## config.mk

```make
export PLATFORM = sky130hd
export DESIGN_NAME = ism_irq_mapper
export DESIGN_NICKNAME = d
export VERILOG_FILES = /design/src/ism_pkg.sv /design/src/ism_prio_arb.sv /design/src/ism_irq_mapper.sv
export SDC_FILE = /design/constraint.sdc
export NUM_CORES = 2
export LEC_CHECK = 0
export BUFFER_PORTS_ARGS = -buffer_cell sky130_fd_sc_hd__buf_2
export CORE_ASPECT_RATIO = 1.2
export CORE_UTILIZATION = 40
export DETAILED_ROUTE_END_ITERATION = 7
export GPL_TIMING_DRIVEN = 1
export PLACE_DENSITY_LB_ADDON = 0.08
export SYNTH_ARGS = -nofsm -noshare
export SYNTH_HDL_FRONTEND = slang
export SYNTH_SLANG_ARGS = --single-unit
```

## constraint.sdc

```tcl
create_clock -name core_clk -period 34.5 [get_ports core_clk]
set_clock_uncertainty 0.05 [all_clocks]
set_input_delay 5.175 -clock core_clk [delete_from_list [all_inputs] [get_ports core_clk]]
set_output_delay 5.175 -clock core_clk [all_outputs]
set_load 0.03 [all_outputs]
```

## src/ism_pkg.sv

```systemverilog
// Constants, carriers and state layout for the interrupt source mapper
package ism_pkg;

    // ------------------------------------------------------------
    // Sizes
    // ------------------------------------------------------------
    localparam int NUM_IRQ  = 32;
    localparam int NUM_ENT  = 34;
    localparam int ENT_W    = 6;
    localparam int PRIO_W   = 2;
    localparam int EXC_W    = 6;
    localparam int CAUSE_W  = 8;
    localparam int PIN_NUM  = 8;
    localparam int SPI_NUM  = 2;
    localparam int USART_NUM = 3;
    localparam int RT_CH    = 4;

    // ------------------------------------------------------------
    // Vector input line positions
    // ------------------------------------------------------------
    localparam int IRQ_SPI0    = 0;
    localparam int IRQ_USART0  = 3;
    localparam int IRQ_TWI     = 8;
    localparam int IRQ_STIMER  = 9;
    localparam int IRQ_RTIMER  = 10;
    localparam int IRQ_CMP     = 11;
    localparam int IRQ_WDOG    = 12;
    localparam int IRQ_BROWN   = 13;
    localparam int IRQ_FLASH   = 14;
    localparam int IRQ_WAKE    = 15;
    localparam int IRQ_PIN0    = 24;
    localparam logic [31:0] RSVD_MASK = 32'h00FF_00C4;

    // ------------------------------------------------------------
    // Exception numbers and arbiter entries
    // ------------------------------------------------------------
    localparam logic [EXC_W-1:0] EXC_NMI      = 6'h02;
    localparam logic [EXC_W-1:0] EXC_SVC      = 6'h0B;
    localparam logic [EXC_W-1:0] EXC_PENDABLE_SERVICE_EXCEPTION   = 6'h0E;
    localparam logic [EXC_W-1:0] EXC_IRQ_BASE = 6'h10;
    localparam logic [ENT_W-1:0] ENT_SVC      = 6'h20;
    localparam logic [ENT_W-1:0] ENT_PSV      = 6'h21;

    // ------------------------------------------------------------
    // Vector table base
    // ------------------------------------------------------------
    localparam logic [31:0] VTB_ALIGN_MASK = 32'hFFFF_FF80;
    localparam logic [31:0] VTB_RESET      = 32'h0000_0000;

    // ------------------------------------------------------------
    // Carriers
    // ------------------------------------------------------------
    typedef struct packed {
        logic [CAUSE_W-1:0] flag;
        logic [CAUSE_W-1:0] en;
    } ism_gated_t;

    typedef struct packed {
        logic              valid;
        logic [EXC_W-1:0]  num;
        logic [PRIO_W-1:0] prio;
        logic [31:0]       vec;
    } ism_exc_t;

    typedef struct packed {
        logic               nmi_meta;
        logic               nmi_sync;
        logic               nmi_prev;
        logic               nmi_pend;
        logic               svc_pend;
        logic               psv_pend;
        logic [NUM_IRQ-1:0] pend;
        logic               active;
        logic [31:0]        vtb;
        logic [ENT_W-1:0]   rr;
        logic [ENT_W-1:0]   ent;
        ism_exc_t           exc;
    } ism_state_t;

    localparam ism_state_t ISM_STATE_RST = '{
        nmi_meta: 1'b0, nmi_sync: 1'b0, nmi_prev: 1'b0, nmi_pend: 1'b0,
        svc_pend: 1'b0, psv_pend: 1'b0, pend: 32'h0000_0000,
        active: 1'b0, vtb: VTB_RESET, rr: 6'h00, ent: 6'h00,
        exc: '{valid: 1'b0, num: 6'h00, prio: 2'h0, vec: 32'h0000_0000}};

endpackage : ism_pkg

```

## src/ism_prio_arb.sv

```systemverilog
// Priority arbiter with rotating tie break among equal levels
`timescale 1ns/1ps
`default_nettype none
module ism_prio_arb
    import ism_pkg::*;
#(
    parameter int N  = NUM_ENT,
    parameter int IW = ENT_W,
    parameter int PW = PRIO_W
) (
    // Requests
    input  wire logic [N-1:0]         req,
    input  wire logic [N-1:0][PW-1:0] prio,
    input  wire logic [IW-1:0]        rr,
    // Grant
    output logic                      gnt_valid,
    output logic [IW-1:0]             gnt_idx,
    output logic [PW-1:0]             gnt_prio
);

    // ------------------------------------------------------------
    // Lowest level number wins; equal levels rotate from rr
    // ------------------------------------------------------------
    always_comb begin
        int j;
        logic found;
        j         = 0;
        found     = 1'b0;
        gnt_valid = 1'b0;
        gnt_prio  = '1;
        gnt_idx   = '0;
        for (int i = 0; i < N; i++) begin
            if (req[i] && (!gnt_valid || prio[i] < gnt_prio)) begin
                gnt_valid = 1'b1;
                gnt_prio  = prio[i];
            end
        end
        for (int k = 0; k < N; k++) begin
            j = int'(rr) + k;
            if (j >= N) begin
                j = j - N;
            end
            if (!found && req[j] && prio[j] == gnt_prio) begin
                found   = 1'b1;
                gnt_idx = IW'(j);
            end
        end
    end

endmodule : ism_prio_arb
`default_nettype wire

```

## src/ism_irq_mapper.sv

```systemverilog
// Vectored interrupt controller with fixed peripheral line mapping
//
// Functional notes
// - Thirty-two vectored inputs, each with its own vector entry, plus system exceptions.
// - Four programmable levels; level numbers at or above the priority mask level are held off.
// - Supervisor call and pendable service exceptions raise interrupts from software.
// - A vector table base register relocates handler address fetches.
// - The programmed level orders interrupts; equal levels take turns in line order, starting after the last one taken.
// - Lines 0 and 1 carry the two synchronous serial interrupts, enable gated.
// - Lines 3 to 5 carry the three transceiver interrupts, enable gated.
// - Line 8 carries the two-wire bus interrupt, enable gated.
// - Line 11 carries the comparator edge flag.
// - Line 12 carries the watchdog warning flag.
// - Line 13 carries the brownout interrupt.
// - Line 15 carries the wake-up timer alarm flag.
// - Lines 24 to 28 carry pin interrupt channels 0 to 4.
// - Lines 29 to 31 carry pin interrupt channels 5 to 7.
`timescale 1ns/1ps
`default_nettype none
module ism_irq_mapper
    import ism_pkg::*;
(
    // Clock and reset
    input  wire logic                            core_clk,
    input  wire logic                            reset,
    // Gated peripheral sources
    input  wire ism_gated_t [SPI_NUM-1:0]        spi_src,
    input  wire ism_gated_t [USART_NUM-1:0]      usart_src,
    input  wire ism_gated_t                      twi_src,
    input  wire ism_gated_t                      state_timer_event_flags,
    // Single flag sources
    input  wire logic [RT_CH-1:0]                rate_timer_channel_flag,
    input  wire logic                            comparator_edge_flag,
    input  wire logic                            watchdog_warning_flag,
    input  wire logic                            brownout_irq_level,
    input  wire logic                            flash_irq,
    input  wire logic                            wakeup_alarm_flag,
    input  wire logic [PIN_NUM-1:0]              pin_irq_status,
    // Controller configuration
    input  wire logic [NUM_IRQ-1:0]              irq_enable,
    input  wire logic [NUM_IRQ-1:0][PRIO_W-1:0]  irq_prio,
    input  wire logic [PRIO_W-1:0]               svc_prio,
    input  wire logic [PRIO_W-1:0]               psv_prio,
    input  wire logic                            prio_mask_en,
    input  wire logic [PRIO_W-1:0]               prio_mask_lvl,
    input  wire logic                            vtb_wr,
    input  wire logic [31:0]                     vtb_wdata,
    // Software exceptions and non-maskable pin
    input  wire logic                            supervisor_call_exception,
    input  wire logic                            pendable_service_set,
    input  wire logic                            pendable_service_clr,
    input  wire logic                            nmi_pin,
    // Core handshake
    input  wire logic                            exc_ack,
    input  wire logic                            exc_done,
    output ism_exc_t                             exc_req,
    output logic [NUM_IRQ-1:0]                   irq_pending,
    output logic                                 exc_active,
    output logic [31:0]                          vector_table_base_reg
);

    ism_state_t                      s_r;
    ism_state_t                      s_nxt;
    logic [NUM_IRQ-1:0]              line_v;
    logic [NUM_ENT-1:0]              req_v;
    logic [NUM_ENT-1:0][PRIO_W-1:0]  ent_prio;
    logic                            arb_valid;
    logic [ENT_W-1:0]                arb_idx;
    logic [PRIO_W-1:0]               arb_prio;
    logic                            ack_hit;
    logic                            better_wait;

    // ------------------------------------------------------------
    // Line mapping
    // ------------------------------------------------------------
    always_comb begin
        line_v = '0;
        for (int i = 0; i < SPI_NUM; i++) begin
            line_v[IRQ_SPI0 + i] = |(spi_src[i].flag & spi_src[i].en);
        end
        for (int i = 0; i < USART_NUM; i++) begin
            line_v[IRQ_USART0 + i] = |(usart_src[i].flag & usart_src[i].en);
        end
        line_v[IRQ_TWI]    = |(twi_src.flag & twi_src.en);
        line_v[IRQ_STIMER] = |(state_timer_event_flags.flag
                               & state_timer_event_flags.en);
        line_v[IRQ_RTIMER] = |rate_timer_channel_flag;
        line_v[IRQ_CMP]    = comparator_edge_flag;
        line_v[IRQ_WDOG]   = watchdog_warning_flag;
        line_v[IRQ_BROWN]  = brownout_irq_level;
        line_v[IRQ_FLASH]  = flash_irq;
        line_v[IRQ_WAKE]   = wakeup_alarm_flag;
        for (int i = 0; i < PIN_NUM; i++) begin
            line_v[IRQ_PIN0 + i] = pin_irq_status[i];
        end
        line_v = line_v & ~RSVD_MASK;
    end

    // ------------------------------------------------------------
    // Request vector and level masking
    // ------------------------------------------------------------
    always_comb begin
        req_v    = '0;
        ent_prio = '0;
        for (int i = 0; i < NUM_IRQ; i++) begin
            ent_prio[i] = irq_prio[i];
            req_v[i]    = s_r.pend[i] & irq_enable[i];
        end
        ent_prio[ENT_SVC] = svc_prio;
        ent_prio[ENT_PSV] = psv_prio;
        req_v[ENT_SVC]    = s_r.svc_pend;
        req_v[ENT_PSV]    = s_r.psv_pend;
        for (int i = 0; i < NUM_ENT; i++) begin
            if (prio_mask_en && ent_prio[i] >= prio_mask_lvl) begin
                req_v[i] = 1'b0;
            end
        end
    end

    ism_prio_arb #(
        .N  (NUM_ENT),
        .IW (ENT_W),
        .PW (PRIO_W)
    ) u_arb (
        .req       (req_v),
        .prio      (ent_prio),
        .rr        (s_r.rr),
        .gnt_valid (arb_valid),
        .gnt_idx   (arb_idx),
        .gnt_prio  (arb_prio)
    );

    assign ack_hit = s_r.exc.valid & exc_ack;

    // ------------------------------------------------------------
    // Next state
    // ------------------------------------------------------------
    always_comb begin
        s_nxt = s_r;
        s_nxt.nmi_meta = nmi_pin;
        s_nxt.nmi_sync = s_r.nmi_meta;
        s_nxt.nmi_prev = s_r.nmi_sync;
        if (vtb_wr) begin
            s_nxt.vtb = vtb_wdata & VTB_ALIGN_MASK;
        end
        // Clears first, so a same-cycle set always survives
        if (ack_hit) begin
            s_nxt.exc.valid = 1'b0;
            s_nxt.active    = 1'b1;
            if (s_r.exc.num == EXC_NMI) begin
                s_nxt.nmi_pend = 1'b0;
            end else begin
                s_nxt.rr = (s_r.ent == ENT_PSV) ? '0 : s_r.ent + 6'h01;
                if (s_r.ent == ENT_SVC) begin
                    s_nxt.svc_pend = 1'b0;
                end else if (s_r.ent == ENT_PSV) begin
                    s_nxt.psv_pend = 1'b0;
                end else begin
                    s_nxt.pend[s_r.ent[4:0]] = 1'b0;
                end
            end
        end else if (exc_done) begin
            s_nxt.active = 1'b0;
        end
        if (pendable_service_clr) begin
            s_nxt.psv_pend = 1'b0;
        end
        s_nxt.pend = s_nxt.pend | line_v;
        if (supervisor_call_exception) begin
            s_nxt.svc_pend = 1'b1;
        end
        if (pendable_service_set) begin
            s_nxt.psv_pend = 1'b1;
        end
        if (s_r.nmi_sync && !s_r.nmi_prev) begin
            s_nxt.nmi_pend = 1'b1;
        end
        // Present the next exception to the core
        if (!s_r.exc.valid) begin
            if (s_r.nmi_pend) begin
                s_nxt.exc.valid = 1'b1;
                s_nxt.exc.num   = EXC_NMI;
                s_nxt.exc.prio  = '0;
            end else if (!s_r.active && arb_valid) begin
                s_nxt.exc.valid = 1'b1;
                s_nxt.exc.prio  = arb_prio;
                s_nxt.ent       = arb_idx;
                if (arb_idx == ENT_SVC) begin
                    s_nxt.exc.num = EXC_SVC;
                end else if (arb_idx == ENT_PSV) begin
                    s_nxt.exc.num = EXC_PENDABLE_SERVICE_EXCEPTION;
                end else begin
                    s_nxt.exc.num = EXC_IRQ_BASE + arb_idx;
                end
            end
            s_nxt.exc.vec = s_nxt.vtb + {24'h00_0000, s_nxt.exc.num, 2'b00};
        end
    end

    always_ff @(posedge core_clk) begin
        if (reset) begin
            s_r <= ISM_STATE_RST;
        end else begin
            s_r <= s_nxt;
        end
    end

    assign exc_req               = s_r.exc;
    assign irq_pending           = s_r.pend;
    assign exc_active            = s_r.active;
    assign vector_table_base_reg = s_r.vtb;

    // ------------------------------------------------------------
    // Checks
    // ------------------------------------------------------------
    always_comb begin
        better_wait = 1'b0;
        for (int i = 0; i < NUM_ENT; i++) begin
            if (req_v[i] && ent_prio[i] < arb_prio) begin
                better_wait = 1'b1;
            end
        end
    end
endmodule : ism_irq_mapper
`default_nettype wire

```

==> flow_summary.rst <==
.. list-table::
   :header-rows: 1

   * - Metric
     - Value
   * - Required time of the critical path
     - 34.73 ns
   * - Remaining global-route overflow
     - 0
   * - Number of iterations in the first detailed-routing pass
     - 6
   * - CTS tree
     - done
   * - Number of standard cells after synthesis
     - 4136
   * - Post-Synthesis Mean Instance Area
     - 8.478 µm²
   * - Post-detailed-placement half-perimeter wirelength
     - 145.0 mm
   * - Final worst hold slack
     - ~0.40 ns
   * - Setup repair after global routing missed its margin
     - no
   * - Layout Area Growth over Synthesis
     - 12.41%
   * - Reg area
     - 2491 µm²
   * - Cell leakage power
     - 14.91 nW
   * - Area of the mapped netlist
     - 35060 µm²
   * - Least-Margin Pin Slew
     - 1.339 ns
   * - Worst-case setup margin in the final layout
     - 11.02 ns
   * - Maximum ir drop on the vdd rail
     - around 0.076 mV
   * - Die footprint
     - 88850 µm²
   * - Type of element launching the critical path
     - primary input
   * - Crit Reg-Reg Startpoint
     - irq_pending[1]
   * - Power per unit of standard cell area
     - ~69 nW/µm²
   * - Switching power of the nets
     - 1.520 mW
   * - Critical path fanouts, max
     - 34
   * - Unique masters post-synth
     - 115
   * - Post-Synthesis Net Count
     - 4530
   * - WL/cell
     - 33.98 µm
   * - Core Area
     - just under 90000 µm²
   * - Sink Count
     - 124
   * - Post CTS Setup Buffer Count
     - 0
   * - Die Height
     - 326.3 µm
   * - Top cells by area, synth
     - sky130_fd_sc_hd__mux4_2 (29%), sky130_fd_sc_hd__dfxtp_1 (7.1%), sky130_fd_sc_hd__xnor2_1 (5.3%)
   * - Startpoint of the tightest hold check path
     - s_nxt[122]
   * - Critical R2R Capture
     - exc_req[30]
   * - Final wirelength
     - 188.9 mm
   * - Layout fillers
     - between 8000 and 9000
   * - Number of violations of the max-capacitance limit
     - 0
   * - Fraction of the cycle the final worst path needs
     - 68.06%
   * - Initial standard-cell utilization of the core
     - 40.53%
   * - Routed vias
     - 38730
   * - Number of buffers inserted during clock tree synthesis
     - 17
   * - Sequential area share after synthesis
     - 7.079%
   * - Comb power frac
     - 85.9%
   * - Drt initial violations
     - ~4800
   * - Peak per-stage delay on the critical path
     - a little under 0.8 ns
   * - Yosys synthesis warning count
     - 0
   * - Most used DFF post-synth
     - sky130_fd_sc_hd__dfxtp_1
   * - Result of the run
     - finished clean
   * - Final setup violation count
     - 0
   * - Fraction of synthesis flops using an asynchronous set or reset pin
     - 0%
   * - Worst-case headroom to the max-slew limit
     - 10.06%
   * - Last element of the critical path
     - exc_req[30]
   * - Post-detailed-route DRC marker count
     - 0
   * - Clock root buffer
     - sky130_fd_sc_hd__clkbuf_16
   * - CP Depth
     - 74
   * - Clock input transition at the sequential cells of the worst setup and hold paths
     - 0.06 ns
   * - Fin. Hold Viols
     - 0
   * - Cell Count Post-Placement
     - around 5500
   * - Post-synthesis sequential element count
     - 124
   * - Kind of cell adding the most delay to the critical path
     - compound AO/OA/AOI/OAI gates
   * - Number of H-tree levels
     - 4
   * - Global-route wire length before repair
     - roughly 270 mm
   * - Multi-input gate area in the final layout
     - 30230 µm²
   * - Endpoint class of the critical path
     - flop
   * - Achievable frequency
     - 0.04259 GHz
   * - Clock power share
     - 7.7%
   * - Type of the worst min-delay path
     - flop to flop
   * - Cell with the most instances after synthesis
     - sky130_fd_sc_hd__mux4_2
   * - Most area-hungry cell type in the Yosys netlist
     - sky130_fd_sc_hd__mux4_2
   * - Width of the chip
     - 272.3 µm
   * - DP Worst Slack
     - between 10 and 15 ns
   * - Seq pwr share
     - 6.4%
   * - Longest Clk Path Bufs
     - 2
   * - Post-synth top area share
     - 29.10%
   * - Setup TNS
     - 0 ns
   * - Slowest cell on the critical path
     - sky130_fd_sc_hd__nor2_2
   * - Number of enable flip-flop cells after synthesis
     - 0
   * - Placement Rows
     - approximately 120
   * - Min-Delay Path Depth
     - 1
   * - Setup Crit Path Kind
     - primary input to flop
   * - Switching share of total power
     - between 50% and 60%
   * - Most frequent cells after synthesis
     - sky130_fd_sc_hd__mux4_2 (453), sky130_fd_sc_hd__nand2_1 (384), sky130_fd_sc_hd__nor2_1 (369)
   * - Worst-skew pair later-pin latency
     - 0.43 ns
   * - Pins Over Slew Limit
     - 0
   * - Worst reg2reg setup slack
     - 16.37 ns
   * - Hold-fix buffers, CTS
     - 0
   * - Number of port buffers
     - 371
   * - Proportion of layout cells with a drive suffix above 1
     - 29.94%
   * - Total Routing Usage GR
     - between 40% and 50%
   * - Final cell count without fillers
     - 5558
   * - R2R depth
     - 72
   * - Ports
     - between 300 and 400
   * - Net count, final
     - 4790
   * - Post-CTS sizing
     - 0
   * - Largest net degree at the start of global routing
     - 80
   * - Worst setup path startpoint
     - prio_mask_lvl[0]
   * - Worst EP arrival
     - 23.72 ns
   * - Time the worst path needs with I/O delays and setup
     - between 20 and 25 ns
   * - Buffers plus inverters on the worst setup path
     - 9
   * - Power after layout
     - 2.722 mW
   * - Number of global-route vias before repair
     - between 30000 and 40000
   * - Initial antenna violation count
     - 9
   * - Vias/cell
     - 6.967
   * - Routability cong.
     - 1.086
   * - Number of antenna-violating nets in the routed design
     - 0
   * - Internal power
     - around 1.2 mW
   * - Flip-flop count of the largest register, all copies and words added
     - just over 40
   * - Cell occurring most often along the worst timing path
     - sky130_fd_sc_hd__nor2_1
[how the worst min path moves through the flow]
stage,end,slack (ns)
2_1_floorplan,s_nxt[121],0.36
3_3_place_gp,s_nxt[121],0.37
3_5_place_dp,s_nxt[121],0.38
4_1_cts,s_nxt[121],0.40
5_1_grt,s_nxt[121],0.42
6_report,s_nxt[121],0.40
[worst reg2reg max path: cells and delay by family (launching register included)]
family	cells	cell delay, ns
XOR/XNOR	2	0.28
adder cells (fa/ha/maj)	5	1.43
AO/OA/AOI/OAI	31	7.32
buffers and inverters	8	1.73
multiplexers	2	0.44
flip-flops	1	0.37
AND/OR/NAND/NOR	24	6.41
[logic make-up after synthesis]
group | after synthesis | share of synthesized area, %
buffers and inverters | 579 | 7.597
AND/OR/NAND/NOR | 1324 | 18.42
multiplexers | 644 | 34.73
AO/OA/AOI/OAI | 1091 | 21.50
adder cells (fa/ha/maj) | 121 | 4.339
flip-flops | 124 | 7.079
XOR/XNOR | 253 | 6.341
[per-layer routing]
| layer | vias to the layer above | share of wire, % | global-route usage (%) |
|---|---|---|---|
| met5 | - | 0.0074 | 0 |
| met3 | 740 | 12 | 10.43 |
| met2 | 2815 | 43 | 61.78 |
| met1 | 18800 | 36 | 51.87 |
| li1 | 16370 | - | - |
| met4 | 2 | 9.1 | 31.56 |
[cell usage in the layout (no fill, tap or decap), drive strengths merged, types with 16 or more instances in the layout]
master | Yosys | routed
clkbuf | 241 | 18
nand2b | 54 | 54
nand4 | 38 | 38
nor2 | 371 | 371
a2111oi | 18 | 18
ha | 120 | 120
a31oi | 43 | 43
a21oi | 300 | 300
xor2 | 39 | 39
a22oi | 26 | 26
mux4 | 453 | 453
nor3 | 87 | 87
inv | 174 | 176
o211a | 18 | 18
nor3b | 20 | 20
dfxtp | 124 | 124
a221oi | 31 | 31
nand3b | 16 | 16
or3 | 16 | 16
nand3 | 98 | 98
xnor2 | 214 | 214
nand2 | 387 | 387
o21ai | 193 | 193
a21o | 32 | 32
mux2 | 38 | 38
a22o | 26 | 26
a21boi | 30 | 30
o211ai | 44 | 44
o22ai | 63 | 63
a211o | 17 | 17
or2 | 19 | 19
and3 | 27 | 27
a211oi | 69 | 69
buf | 161 | 643
and2 | 50 | 50
o21a | 19 | 19
nor2b | 66 | 66
nor4 | 33 | 33
mux2i | 153 | 153
o31ai | 20 | 20
[cell type report]
class / instances / area share, %
Sequential cell: 124 / 6.320
Inverter: 177 / 1.686
Multi-Input combinational cell: 3433 / 76.70
Tap cell: 1140 / 3.619
Clock buffer: 18 / 1.114
Timing Repair Buffer: 643 / 9.897
Antenna cell: 9 / 0.05714
Clock inverter: 14 / 0.6063
[per-stage QoR]
step / util [%] / cell area [µm²]
global route: 45.55 / 39410
detailed placement: 44.75 / 38720
CTS: 45.53 / 39390
global placement: 44.75 / 38720
finish: 45.56 / 39420
floorplan: - / 35060
[power groups by stage]
| stage | clock network, mW | registers, mW | logic [mW] |
|---|---|---|---|
| finish | 0.209 | 0.175 | 2.34 |
| global route | 0.219 | 0.176 | 2.44 |
| CTS | 0.214 | 0.174 | 2.25 |
| detailed placement | 0 | 0.177 | 2.24 |
| global placement | 0 | 0.177 | 2.23 |
| floorplan | 0 | 0.170 | 1.54 |
Power figures use the tool's default switching activity.
